## src/hw/clock_startup_map.svh

```systemverilog
// Constant map for the clock source and start-up controller.
`ifndef CLOCK_STARTUP_MAP_SVH
`define CLOCK_STARTUP_MAP_SVH

// ----------------------------------------------------------------------------
// Source-select fuse codes, as stored (zero means programmed)
// ----------------------------------------------------------------------------
`define SRC_EXTERNAL 2'h0
`define SRC_INT_HALF 2'h1
`define SRC_INT_FULL 2'h2
`define SRC_LOW_FREQ 2'h3

// ----------------------------------------------------------------------------
// Start-up time fuse codes
// ----------------------------------------------------------------------------
`define SUT_NO_TIMEOUT 2'h0
`define SUT_SHORT 2'h1
`define SUT_LONG 2'h2
`define SUT_RESERVED 2'h3

// ----------------------------------------------------------------------------
// Single fuse polarity and shipped fuse values
// ----------------------------------------------------------------------------
`define FUSE_PROGRAMMED 1'b0
`define SHIPPED_SOURCE 2'h2
`define SHIPPED_STARTUP 2'h2
`define SHIPPED_DIV8 1'b0
`define SHIPPED_RESET_DISABLE 1'b1

// ----------------------------------------------------------------------------
// Start-up timing
// ----------------------------------------------------------------------------
`define RESET_DELAY_CK 14
`define WAKE_DELAY_CK 6
`define SHORT_TIMEOUT_MS 4
`define LONG_TIMEOUT_MS 64
`define SHORT_TIMEOUT_WDT 512
`define LONG_TIMEOUT_WDT 8192

// ----------------------------------------------------------------------------
// Prescaler select field and trim register
// ----------------------------------------------------------------------------
`define PRESCALE_DIV1 4'h0
`define PRESCALE_DIV8 4'h3
`define PRESCALE_MAX 4'h8
`define TRIM_VALUE_MASK 8'h7F
`define TRIM_RESET 8'h00

`endif

```

## src/hw/clock_startup_pkg.sv

```systemverilog
// Types shared by the clock source and start-up controller.
package clock_startup_pkg;

    typedef enum logic [2:0] {
        ST_CAPTURE,
        ST_TIMEOUT,
        ST_RESET_CK,
        ST_RUN,
        ST_SLEEP,
        ST_WAKE_CK
    } startup_state_t;

    function automatic logic [7:0] divide_limit(input logic [3:0] sel);
        logic [8:0] factor;
        factor = 9'h001 << sel;
        return 8'(factor - 9'h001);
    endfunction

endpackage

```

## src/hw/edge_sync.sv

```systemverilog
// Two-flop synchroniser with a rising-edge pulse taken after the second flop.
`timescale 1ns/100ps
module edge_sync #(
    parameter int WIDTH = 1
) (
    // Clock and reset
    input wire logic i_clk,
    input wire logic i_rst,
    // Asynchronous input
    input wire logic [WIDTH-1:0] i_async,
    // Synchronised level and rising-edge pulse
    output logic [WIDTH-1:0] o_level,
    output logic [WIDTH-1:0] o_rise
);

    logic [WIDTH-1:0] meta_q;
    logic [WIDTH-1:0] level_q;
    logic [WIDTH-1:0] prev_q;

    // The sampling flops stay out of reset so that levels are settled at release.
    always_ff @(posedge i_clk) begin
        meta_q <= i_async;
        level_q <= meta_q;
        if (i_rst) begin
            prev_q <= '1;
        end else begin
            prev_q <= level_q;
        end
    end

    assign o_level = level_q;
    assign o_rise = level_q & ~prev_q;

endmodule // edge_sync

```

## src/hw/clock_startup_control.sv

```systemverilog
// Clock source selection, start-up timing, trim load and system prescaler.
//
// Overview of operation
// - Source fuses pick external, internal or low-frequency.
// - Fuse stored one unprogrammed, zero programmed.
// - Code 10 full rate, 01 halved.
// - Wake from deep sleep waits six source cycles.
// - Reset time-out counts 512 or 8192 watchdog cycles.
// - Startup fuses: 14, 14+4ms, 14+64ms; 11 reserved.
// - Internal source, reset pin disabled: force 4ms.
// - One calibration byte loaded into trim during reset.
// - Watchdog oscillator still times the reset time-out.
// - Shipped fuses: full-rate internal, long delay, divide-eight.
// - Prescaler divides all synchronous clocks by one factor.
// - Converter clock may run while core halted.
// - Prescaler resets to 0011 or 0000 per fuse.
`timescale 1ns/100ps
`include "clock_startup_map.svh"
module clock_startup_control
    import clock_startup_pkg::*;
#(
    parameter int SHORT_TIMEOUT_CYCLES = `SHORT_TIMEOUT_WDT,
    parameter int LONG_TIMEOUT_CYCLES = `LONG_TIMEOUT_WDT
) (
    // Clock and reset
    input wire logic i_clk,
    input wire logic i_rst,
    // Oscillator and clock pins, asynchronous
    input wire logic i_external_clock_input,
    input wire logic i_internal_oscillator,
    input wire logic i_low_freq_oscillator,
    input wire logic i_watchdog_oscillator,
    // Fuse row, asynchronous, stored polarity
    input wire logic i_fuse_valid,
    input wire logic [1:0] i_clock_source_select_fuses,
    input wire logic [1:0] i_startup_time_fuses,
    input wire logic i_divide_by_eight_fuse,
    input wire logic i_reset_pin_disable_fuse,
    input wire logic [7:0] i_calibration_byte_full,
    input wire logic [7:0] i_calibration_byte_half,
    // Core-side control, same clock
    input wire logic i_sleep_request,
    input wire logic i_wake_event,
    input wire logic i_converter_keep_running,
    input wire logic i_prescale_write,
    input wire logic [3:0] i_prescale_value,
    input wire logic i_trim_write,
    input wire logic [7:0] i_trim_value,
    // Clock enables
    output logic o_core_clock_en,
    output logic o_peripheral_clock_en,
    output logic o_program_memory_clock_en,
    output logic o_converter_clock_en,
    // Status
    output logic o_execution_enable,
    output logic [1:0] o_selected_source,
    output logic [3:0] o_prescaler_select_field,
    output logic [7:0] o_oscillator_trim_register
);

    localparam int CNT_W = $clog2(LONG_TIMEOUT_CYCLES + 1);

    // ------------------------------------------------------------------------
    // Parameter checks
    // ------------------------------------------------------------------------
    if (SHORT_TIMEOUT_CYCLES < 1 || LONG_TIMEOUT_CYCLES < SHORT_TIMEOUT_CYCLES) begin : g_chk
        $error("Time-out cycle counts must be positive and ordered.");
    end

    // ------------------------------------------------------------------------
    // Synchronisers
    // ------------------------------------------------------------------------
    logic [3:0] osc_rise;
    logic [3:0] osc_level_unused;
    logic [22:0] fuse_level;
    logic [22:0] fuse_rise_unused;

    edge_sync #(
        .WIDTH(4)
    ) u_osc_sync (
        .i_clk(i_clk),
        .i_rst(i_rst),
        .i_async({i_watchdog_oscillator, i_low_freq_oscillator,
                  i_internal_oscillator, i_external_clock_input}),
        .o_level(osc_level_unused),
        .o_rise(osc_rise)
    );

    // Fuses are static while powered, so a plain level synchroniser is enough.
    edge_sync #(
        .WIDTH(23)
    ) u_fuse_sync (
        .i_clk(i_clk),
        .i_rst(i_rst),
        .i_async({i_fuse_valid, i_clock_source_select_fuses, i_startup_time_fuses,
                  i_divide_by_eight_fuse, i_reset_pin_disable_fuse,
                  i_calibration_byte_full, i_calibration_byte_half}),
        .o_level(fuse_level),
        .o_rise(fuse_rise_unused)
    );

    logic ext_rise;
    logic osc_tick;
    logic low_rise;
    logic wdt_rise;

    assign ext_rise = osc_rise[0];
    assign osc_tick = osc_rise[1];
    assign low_rise = osc_rise[2];
    assign wdt_rise = osc_rise[3];

    // ------------------------------------------------------------------------
    // Fuse decode
    // ------------------------------------------------------------------------
    logic [1:0] fuse_src;
    logic [1:0] fuse_sut;
    logic fuse_div8;
    logic fuse_rstdis;
    logic [7:0] cal_full;

    always_comb begin
        if (fuse_level[22]) begin
            fuse_src = fuse_level[21:20];
            fuse_sut = fuse_level[19:18];
            fuse_div8 = fuse_level[17];
            fuse_rstdis = fuse_level[16];
        end else begin
            // An unwritten fuse row behaves as the device leaves the factory.
            fuse_src = `SHIPPED_SOURCE;
            fuse_sut = `SHIPPED_STARTUP;
            fuse_div8 = `SHIPPED_DIV8;
            fuse_rstdis = `SHIPPED_RESET_DISABLE;
        end
    end

    assign cal_full = fuse_level[15:8];

    // ------------------------------------------------------------------------
    // Configuration and trim
    // ------------------------------------------------------------------------
    startup_state_t state_q;
    startup_state_t state_d;
    logic [1:0] src_q;
    logic [1:0] src_d;
    logic [3:0] presc_q;
    logic [3:0] presc_d;
    logic [7:0] trim_q;
    logic [7:0] trim_d;
    logic presc_load;

    always_comb begin
        src_d = src_q;
        presc_d = presc_q;
        trim_d = trim_q;
        presc_load = 1'b0;
        if (state_q == ST_CAPTURE) begin
            src_d = fuse_src;
            // The divide-eight fuse is programmed when it stores zero.
            if (fuse_div8 == `FUSE_PROGRAMMED) begin
                presc_d = `PRESCALE_DIV8;
            end else begin
                presc_d = `PRESCALE_DIV1;
            end
            // Only the full-rate byte is loaded; the half rate shares the oscillator.
            trim_d = cal_full & `TRIM_VALUE_MASK;
            presc_load = 1'b1;
        end else begin
            // Reserved division codes are ignored rather than clamped.
            if (i_prescale_write && i_prescale_value <= `PRESCALE_MAX) begin
                presc_d = i_prescale_value;
                presc_load = 1'b1;
            end
            if (i_trim_write) begin
                trim_d = i_trim_value & `TRIM_VALUE_MASK;
            end
        end
    end

    always_ff @(posedge i_clk) begin
        if (i_rst) begin
            src_q <= `SRC_INT_FULL;
            presc_q <= `PRESCALE_DIV1;
            trim_q <= `TRIM_RESET;
        end else begin
            src_q <= src_d;
            presc_q <= presc_d;
            trim_q <= trim_d;
        end
    end

    // ------------------------------------------------------------------------
    // Selected source
    // ------------------------------------------------------------------------
    logic half_q;
    logic half_d;
    logic src_tick;

    always_comb begin
        half_d = half_q;
        if (osc_tick) begin
            half_d = ~half_q;
        end
        case (src_q)
            `SRC_EXTERNAL: src_tick = ext_rise;
            `SRC_INT_HALF: src_tick = osc_tick & half_q;
            `SRC_INT_FULL: src_tick = osc_tick;
            `SRC_LOW_FREQ: src_tick = low_rise;
            default: src_tick = 1'b0;
        endcase
    end

    always_ff @(posedge i_clk) begin
        if (i_rst) begin
            half_q <= 1'b0;
        end else begin
            half_q <= half_d;
        end
    end

    // ------------------------------------------------------------------------
    // Start-up sequencer
    // ------------------------------------------------------------------------
    logic [CNT_W-1:0] cnt_q;
    logic [CNT_W-1:0] cnt_d;
    logic [CNT_W-1:0] tmo_limit_q;
    logic [CNT_W-1:0] tmo_limit_d;
    logic need_tmo;
    logic [CNT_W-1:0] short_last;
    logic [CNT_W-1:0] long_last;

    assign short_last = CNT_W'(SHORT_TIMEOUT_CYCLES - 1);
    assign long_last = CNT_W'(LONG_TIMEOUT_CYCLES - 1);

    always_comb begin
        need_tmo = 1'b1;
        tmo_limit_d = tmo_limit_q;
        case (fuse_sut)
            `SUT_NO_TIMEOUT: begin
                // A disabled reset pin needs time to enter programming mode.
                if (fuse_src != `SRC_EXTERNAL && fuse_rstdis == `FUSE_PROGRAMMED) begin
                    tmo_limit_d = short_last;
                end else begin
                    need_tmo = 1'b0;
                end
            end
            `SUT_SHORT: tmo_limit_d = short_last;
            `SUT_LONG: tmo_limit_d = long_last;
            default: tmo_limit_d = long_last;
        endcase
        if (state_q != ST_CAPTURE) begin
            need_tmo = 1'b0;
            tmo_limit_d = tmo_limit_q;
        end
    end

    always_comb begin
        state_d = state_q;
        cnt_d = cnt_q;
        case (state_q)
            ST_CAPTURE: begin
                cnt_d = '0;
                state_d = need_tmo ? ST_TIMEOUT : ST_RESET_CK;
            end
            ST_TIMEOUT: begin
                // The watchdog oscillator times this whatever the system source.
                if (wdt_rise) begin
                    if (cnt_q == tmo_limit_q) begin
                        cnt_d = '0;
                        state_d = ST_RESET_CK;
                    end else begin
                        cnt_d = cnt_q + 1'b1;
                    end
                end
            end
            ST_RESET_CK: begin
                if (src_tick) begin
                    if (cnt_q == CNT_W'(`RESET_DELAY_CK - 1)) begin
                        cnt_d = '0;
                        state_d = ST_RUN;
                    end else begin
                        cnt_d = cnt_q + 1'b1;
                    end
                end
            end
            ST_RUN: begin
                if (i_sleep_request) begin
                    state_d = ST_SLEEP;
                end
            end
            ST_SLEEP: begin
                cnt_d = '0;
                if (i_wake_event) begin
                    state_d = ST_WAKE_CK;
                end
            end
            ST_WAKE_CK: begin
                if (src_tick) begin
                    if (cnt_q == CNT_W'(`WAKE_DELAY_CK - 1)) begin
                        cnt_d = '0;
                        state_d = ST_RUN;
                    end else begin
                        cnt_d = cnt_q + 1'b1;
                    end
                end
            end
            default: begin
                state_d = ST_CAPTURE;
                cnt_d = '0;
            end
        endcase
    end

    always_ff @(posedge i_clk) begin
        if (i_rst) begin
            state_q <= ST_CAPTURE;
            cnt_q <= '0;
            tmo_limit_q <= '0;
        end else begin
            state_q <= state_d;
            cnt_q <= cnt_d;
            tmo_limit_q <= tmo_limit_d;
        end
    end

    // ------------------------------------------------------------------------
    // Prescaler and clock enables
    // ------------------------------------------------------------------------
    logic [7:0] div_q;
    logic [7:0] div_d;
    logic div_tick;
    logic core_en_d;
    logic conv_en_d;
    logic core_en_q;
    logic periph_en_q;
    logic flash_en_q;
    logic conv_en_q;
    logic exec_q;

    always_comb begin
        div_d = div_q;
        div_tick = 1'b0;
        // Restarting the count on a new factor avoids a stretched first period.
        if (presc_load) begin
            div_d = '0;
        end else if (src_tick) begin
            if (div_q >= divide_limit(presc_q)) begin
                div_d = '0;
                div_tick = 1'b1;
            end else begin
                div_d = div_q + 8'h01;
            end
        end
        core_en_d = div_tick && state_d == ST_RUN;
        conv_en_d = div_tick && (state_d == ST_RUN ||
                                 (state_d == ST_SLEEP && i_converter_keep_running));
    end

    always_ff @(posedge i_clk) begin
        if (i_rst) begin
            div_q <= '0;
            core_en_q <= 1'b0;
            periph_en_q <= 1'b0;
            flash_en_q <= 1'b0;
            conv_en_q <= 1'b0;
            exec_q <= 1'b0;
        end else begin
            div_q <= div_d;
            core_en_q <= core_en_d;
            periph_en_q <= core_en_d;
            flash_en_q <= core_en_d;
            conv_en_q <= conv_en_d;
            exec_q <= state_d == ST_RUN;
        end
    end

    assign o_core_clock_en = core_en_q;
    assign o_peripheral_clock_en = periph_en_q;
    assign o_program_memory_clock_en = flash_en_q;
    assign o_converter_clock_en = conv_en_q;
    assign o_execution_enable = exec_q;
    assign o_selected_source = src_q;
    assign o_prescaler_select_field = presc_q;
    assign o_oscillator_trim_register = trim_q;

endmodule // clock_startup_control

```

## config.mk

```make
export PLATFORM = sky130hd
export DESIGN_NAME = clock_startup_control
export DESIGN_NICKNAME = d
export VERILOG_FILES = /design/src/hw/clock_startup_pkg.sv /design/src/hw/edge_sync.sv /design/src/hw/clock_startup_control.sv
export VERILOG_INCLUDE_DIRS = /design/src /design/src/hw
export SDC_FILE = /design/constraint.sdc
export NUM_CORES = 1
export LEC_CHECK = 0
export BUFFER_PORTS_ARGS = -buffer_cell sky130_fd_sc_hd__buf_2
export CORE_UTILIZATION = 30
export CTS_CLUSTER_DIAMETER = 150
export DETAILED_ROUTE_END_ITERATION = 12
export GPL_TIMING_DRIVEN = 0
export PLACE_DENSITY = 0.49
export RECOVER_POWER = 100
export SLEW_MARGIN = 0
export SYNTH_ARGS = -nofsm -noshare
export SYNTH_HDL_FRONTEND = slang
export SYNTH_HIERARCHICAL = 1
export SYNTH_SLANG_ARGS = --single-unit
```

## constraint.sdc

```tcl
create_clock -name i_clk -period 2.7 [get_ports i_clk]
set_input_delay 0.27 -clock i_clk [delete_from_list [all_inputs] [get_ports i_clk]]
set_output_delay 0.27 -clock i_clk [all_outputs]
set_load 0.05 [all_outputs]
```

After elaboration in Yosys (flattened, before gate mapping)
Index checks and enable logic that the tools add are counted.
- register bits: 114
- bits in latches: 0
- RAM bits: 0
- memory bits (read-only): 0
- input port bits: 46
- output and inout bits: 19
- memories: 0
- add/sub/neg operators: 3
- $mul: 0
- divide/modulo/power cells: 0
- magnitude comparators: 2
- eq/ne operators: 18
- shifts and indexed selects: 1
- multiplexer cells: 38
- bitwise logic cells: 7
- reductions and logical operators: 16
- operators by type and width (cell ; number):
    $mux W14 ; 7
    $pmux W14 S4 ; 1
    $pmux W14 S2 ; 1
    $mux W3 ; 8
    $pmux W3 S6 ; 1
    $add A14 B1 Y14 const B ; 1
    $eq A14 B14 Y1 ; 1
    $eq A14 B3 Y1 const B ; 1
    $eq A14 B4 Y1 const B ; 1
    $mux W7 ; 2
    $mux W1 ; 10
    $eq A3 B2 Y1 const B ; 3
    $eq A3 B3 Y1 const B ; 3
    $add A8 B1 Y8 const B ; 1
    $ge A8 B8 Y1 ; 1
    $mux W2 ; 4
    $mux W4 ; 2
    $mux W8 ; 1
    $ne A2 B2 Y1 const B ; 4
    $shl A1 B4 Y8 const A ; 1
    $sub A8 B1 Y8 const B ; 1
    $reduce_bool A2 Y1 ; 3
    $logic_and A1 B1 Y1 ; 5
    $and A4 B4 Y4 ; 1
    other kinds (15) ; 21

Logic depth before layout (Yosys ltp)
- word-level depth: 12
- depth in mapped cells: 14
- depth with buffers taken out: 13

Modules after synthesis
Netlist, hierarchy kept.
- modules (own cells, without submodules) (module ; times used ; cells an instance ; area an instance (µm²)):
    clock_startup_control ; 1 ; 299 ; 2612.5
    edge_sync at u_fuse_sync ; 1 ; 117 ; 1691.6
    edge_sync at u_osc_sync ; 1 ; 20 ; 290.3

Worst setup path before layout
OpenSTA, ideal clock, no wires.
- path kind: register to register
- start point: register presc_q[3] (netlist: o_prescaler_select_field[3])
- end point: register div_q[6]
- library setup time: 0.115 ns
- arrival: 2.543 ns
- required time: 2.585 ns
- setup slack: 0.042 ns
- cell stages (with the launch flop): 15
- cells stage by stage: dfxtp_1 -> clkbuf_1 -> inv_1 -> nand3_1 -> ha_1 -> nor3_1 -> a21oi_1 -> o21a_1 -> ha_1 -> nand2_1 -> nand2_1 -> a21o_1 -> o211ai_1 -> o21ai_1 -> o21ba_2
- longest elaborated chain between the ends: 4
- RTL lines (item ; line ; text):
    start, declared ; clock_startup_control.sv:145 ; logic [3:0] presc_q;
    start signal, assigned ; clock_startup_control.sv:182 ; presc_q <= `PRESCALE_DIV1;
    start signal, assigned ; clock_startup_control.sv:186 ; presc_q <= presc_d;
    $shl A1 B4 Y8 ; clock_startup_pkg.sv:15 ; factor = 9'h001 << sel;
    $sub A8 B1 Y8 ; clock_startup_pkg.sv:16 ; return 8'(factor - 9'h001);
    $ge A8 B8 Y1 ; clock_startup_control.sv:346 ; if (div_q >= divide_limit(presc_q)) begin
    $mux W8 ; clock_startup_control.sv:346 ;
    end signal, assigned ; clock_startup_control.sv:367 ; div_q <= div_d;
    end, declared ; clock_startup_control.sv:328 ; logic [7:0] div_q;
Every way passes these cells.
A chain may end at the register's enable or synchronous reset.

Worst setup path in the final report
- start point: register presc_q[2] (netlist: o_prescaler_select_field[2])
- end point: register div_q[6]
Same word-level chain as after synthesis.

==> summary.txt <==
Place
  • Worst slack, placed: -0.00844 ns
  • GPL Wtd Cong: 0.763
  • Hpwl dp: 5340 um
  • DP Cell Count: between 500 and 600
  • Dpl cell area: 3900 um2
  • Buffers added on ports: 52

Detailed routing
  • Vias: between 2000 and 3000
  • Remaining DRCs: 0
  • Avg Vias per Cell: 4.80
  • Starting DRT DRC Count: 104
  • WL final: between 7000 and 8000 um
  • First-pass detailed-route iteration total: 4
  • WL/cell: 13.1 um
  • Antenna-violating nets left: 0

Synthesis
  • Syn_nets: 405
  • Post-Syn Area: 3460 um2
  • Post-Syn Area per Cell: about 10 um2
  • Syn Inst Count: around 350
  • Synth Warn #: 6

Cells and area
  • Final Cell Area: 4100 um2
  • Final Core Density: 37.2%
  • Fillers: 1160
  • Fin cells: 554
  • Antenna cell count: 0
  • # nets final: 467
  • Layout cell share with drive strength beyond 1: 17.9%
  • Layout area overhead: 18.4%

Power and ir drop
  • Register share of total power: between 40% and 50%
  • LEAKAGE: 1.59 nW
  • Clock share of power: 38.4%
  • Pwr Total: 3.04 mW
  • P_int: 2.13 mW
  • Worst IR Drop VDD: approximately 0.00045 V
  • PwrDens: 741 nW/um2
  • Gate power share: 16.6%
  • Net Sw Frac: about 30%
  • NetSw: 0.912 mW

Timing
  • Max transition margin: 57.7%
  • Setup TNS: 0 ns
  • Crit share post-route: 92.3%
  • Fin worst setup slack: 0.209 ns
  • Worst-Margin Slew: 0.633 ns
  • Fin. Hold Viols: 0
  • Setup violators final: 0
  • Unrepaired setup endpoints after global routing: no
  • FMAX: 0.401 GHz
  • Clk_skew: 0.00582 ns
  • Fin. max-slew vios: 0
  • Minimum clock period: approximately 2.5 ns
  • Hold_ws: 0.0259 ns

Clock tree
  • H-tree depth: 3
  • Max clock buf depth: 2
  • Clk pin slew, worst setup/hold paths: 0.07 ns
  • Postcts setup bufs: 0
  • Num CTS Buffers: 9
  • Worst-Skew Late Latency: 0.34 ns
  • CTS sink cnt: 84
  • CTS tree: yes
  • Root buffer cell: clkbuf_16

Critical path
  • Critical path class: flop to flop
  • Critical Path RT: 2.99 ns
  • Crit Path Max Fanout: 8
  • Worst EP arrival: roughly 2.8 ns
  • Crit end category: flop
  • Worst Setup Start Kind: flop

Floorplan
  • Ports: 65
  • Core Region: 11000 um2
  • Row count: 38
  • Die X-Extent: 109 um
  • Die Ht: between 100 and 150 um
  • Die area: 12000 um2
  • Starting Density: 31.4%

Global route
  • Vias in the first global route: 2581
  • Largest net degree at the start of global routing: 17
  • First-pass GRT wire length: 12300 um
  • Global route total overflow: 0
  • Initial antenna violation count: 0
  • Global Route Usage Sum: 13.6%

Hold path
  • Hold WC Path Type: input port to flop

Flow run
  • Total of max-cap violations: 0

Outcome
  • Outcome: finished clean
[layer usage]
layer	vias to the layer above	wire, um	GRT usage [%]
met5	-	0	0
met4	0	98	5.71
met3	7	286	4.03
met2	43	3270	21.5
met1	1232	3630	17.2
li1	1378	-	-
[repair_timing]
action / in CTS / in global routing
hold buffers: 0 / 0
resized for setup: 1 / 0
setup endpoints to repair: 1 / 1
pin swaps: 0 / 1
[power groups by stage]
stage	registers (mW)	clock network, mW	logic, mW
2_1_floorplan	1.47	0	0.322
3_3_place_gp	1.39	0	0.533
3_5_place_dp	1.39	0	0.538
4_1_cts	1.36	1.20	0.543
5_1_grt	1.38	1.26	0.565
6_report	1.37	1.17	0.504
[placed cells by master, fill, tap and decap left out, types with 3 or more instances in the layout]
cell        n
dfxtp_1    84
o211ai_1    3
or2_1       4
nor2_1     36
buf_2      36
buf_4       3
a21oi_1    18
nand4_1     5
o31ai_1     6
nand3_1     9
o21a_1      5
inv_1       7
nand2_1    22
clkbuf_1   23
a21o_1      3
xnor2_1     6
xor2_1      7
a2111oi_0   3
or3_1       5
nor2b_1    10
o21ba_2     3
or4_1       4
and3_1      5
a211oi_1   10
nor2_2      3
mux2i_1     8
inv_6       4
o21ai_0     8
nand2b_1    4
nor3_1      5
clkbuf_16   9
ha_1       12
[worst max-delay path, cell delays in order (launching register included)]
cell      delay [ns]
dfxtp_1         0.39
nor2_1          0.18
nand3_1         0.11
ha_1            0.26
nor3_1          0.16
a21oi_1         0.06
o21a_1          0.19
ha_1            0.19
nand2_1         0.06
nand2_1         0.07
a211oi_1        0.33
o21ai_2         0.19
o21ba_2         0.26
[final cells by class]
class | instances | area [um2] | share of cell area, %
Buffer | 11 | 55.1 | 1.34
Inverter | 7 | 26.3 | 0.641
Timing Repair Buffer | 52 | 238 | 5.80
Multi-Input combinational cell | 244 | 1640 | 40.1
Sequential cell | 84 | 1680 | 41.0
Tap cell | 140 | 175 | 4.27
Clock inverter | 7 | 56.3 | 1.37
Clock buffer | 9 | 225 | 5.49
[registers in the layout, indices dropped and copies added (netlist names)]
name                        flops
u_osc_sync/meta_q               4
u_fuse_sync/o_level            14
o_prescaler_select_field        4
tmo_limit_q                     2
o_selected_source               2
u_osc_sync/o_level              4
o_converter_clock_en            1
div_q                           8
o_execution_enable              1
o_program_memory_clock_en       1
u_osc_sync/prev_q               4
half_q                          1
u_fuse_sync/meta_q             14
state_q                         3
o_oscillator_trim_register      7
cnt_q                          14
[final timing paths]
kind | startpoint | to | slack (ns) | cells past startpoint
worst max-delay path | o_prescaler_select_field[2] | div_q[6] | 0.21 | 12
worst max register to register | o_prescaler_select_field[2] | div_q[6] | 0.21 | 12
worst min-delay path | i_calibration_byte_full[3] | u_fuse_sync/meta_q[11] | 0.03 | 1
worst min register to register | u_osc_sync/meta_q[3] | u_osc_sync/o_level[3] | 0.33 | 0
No activity file was read; power rests on OpenSTA's default activity.
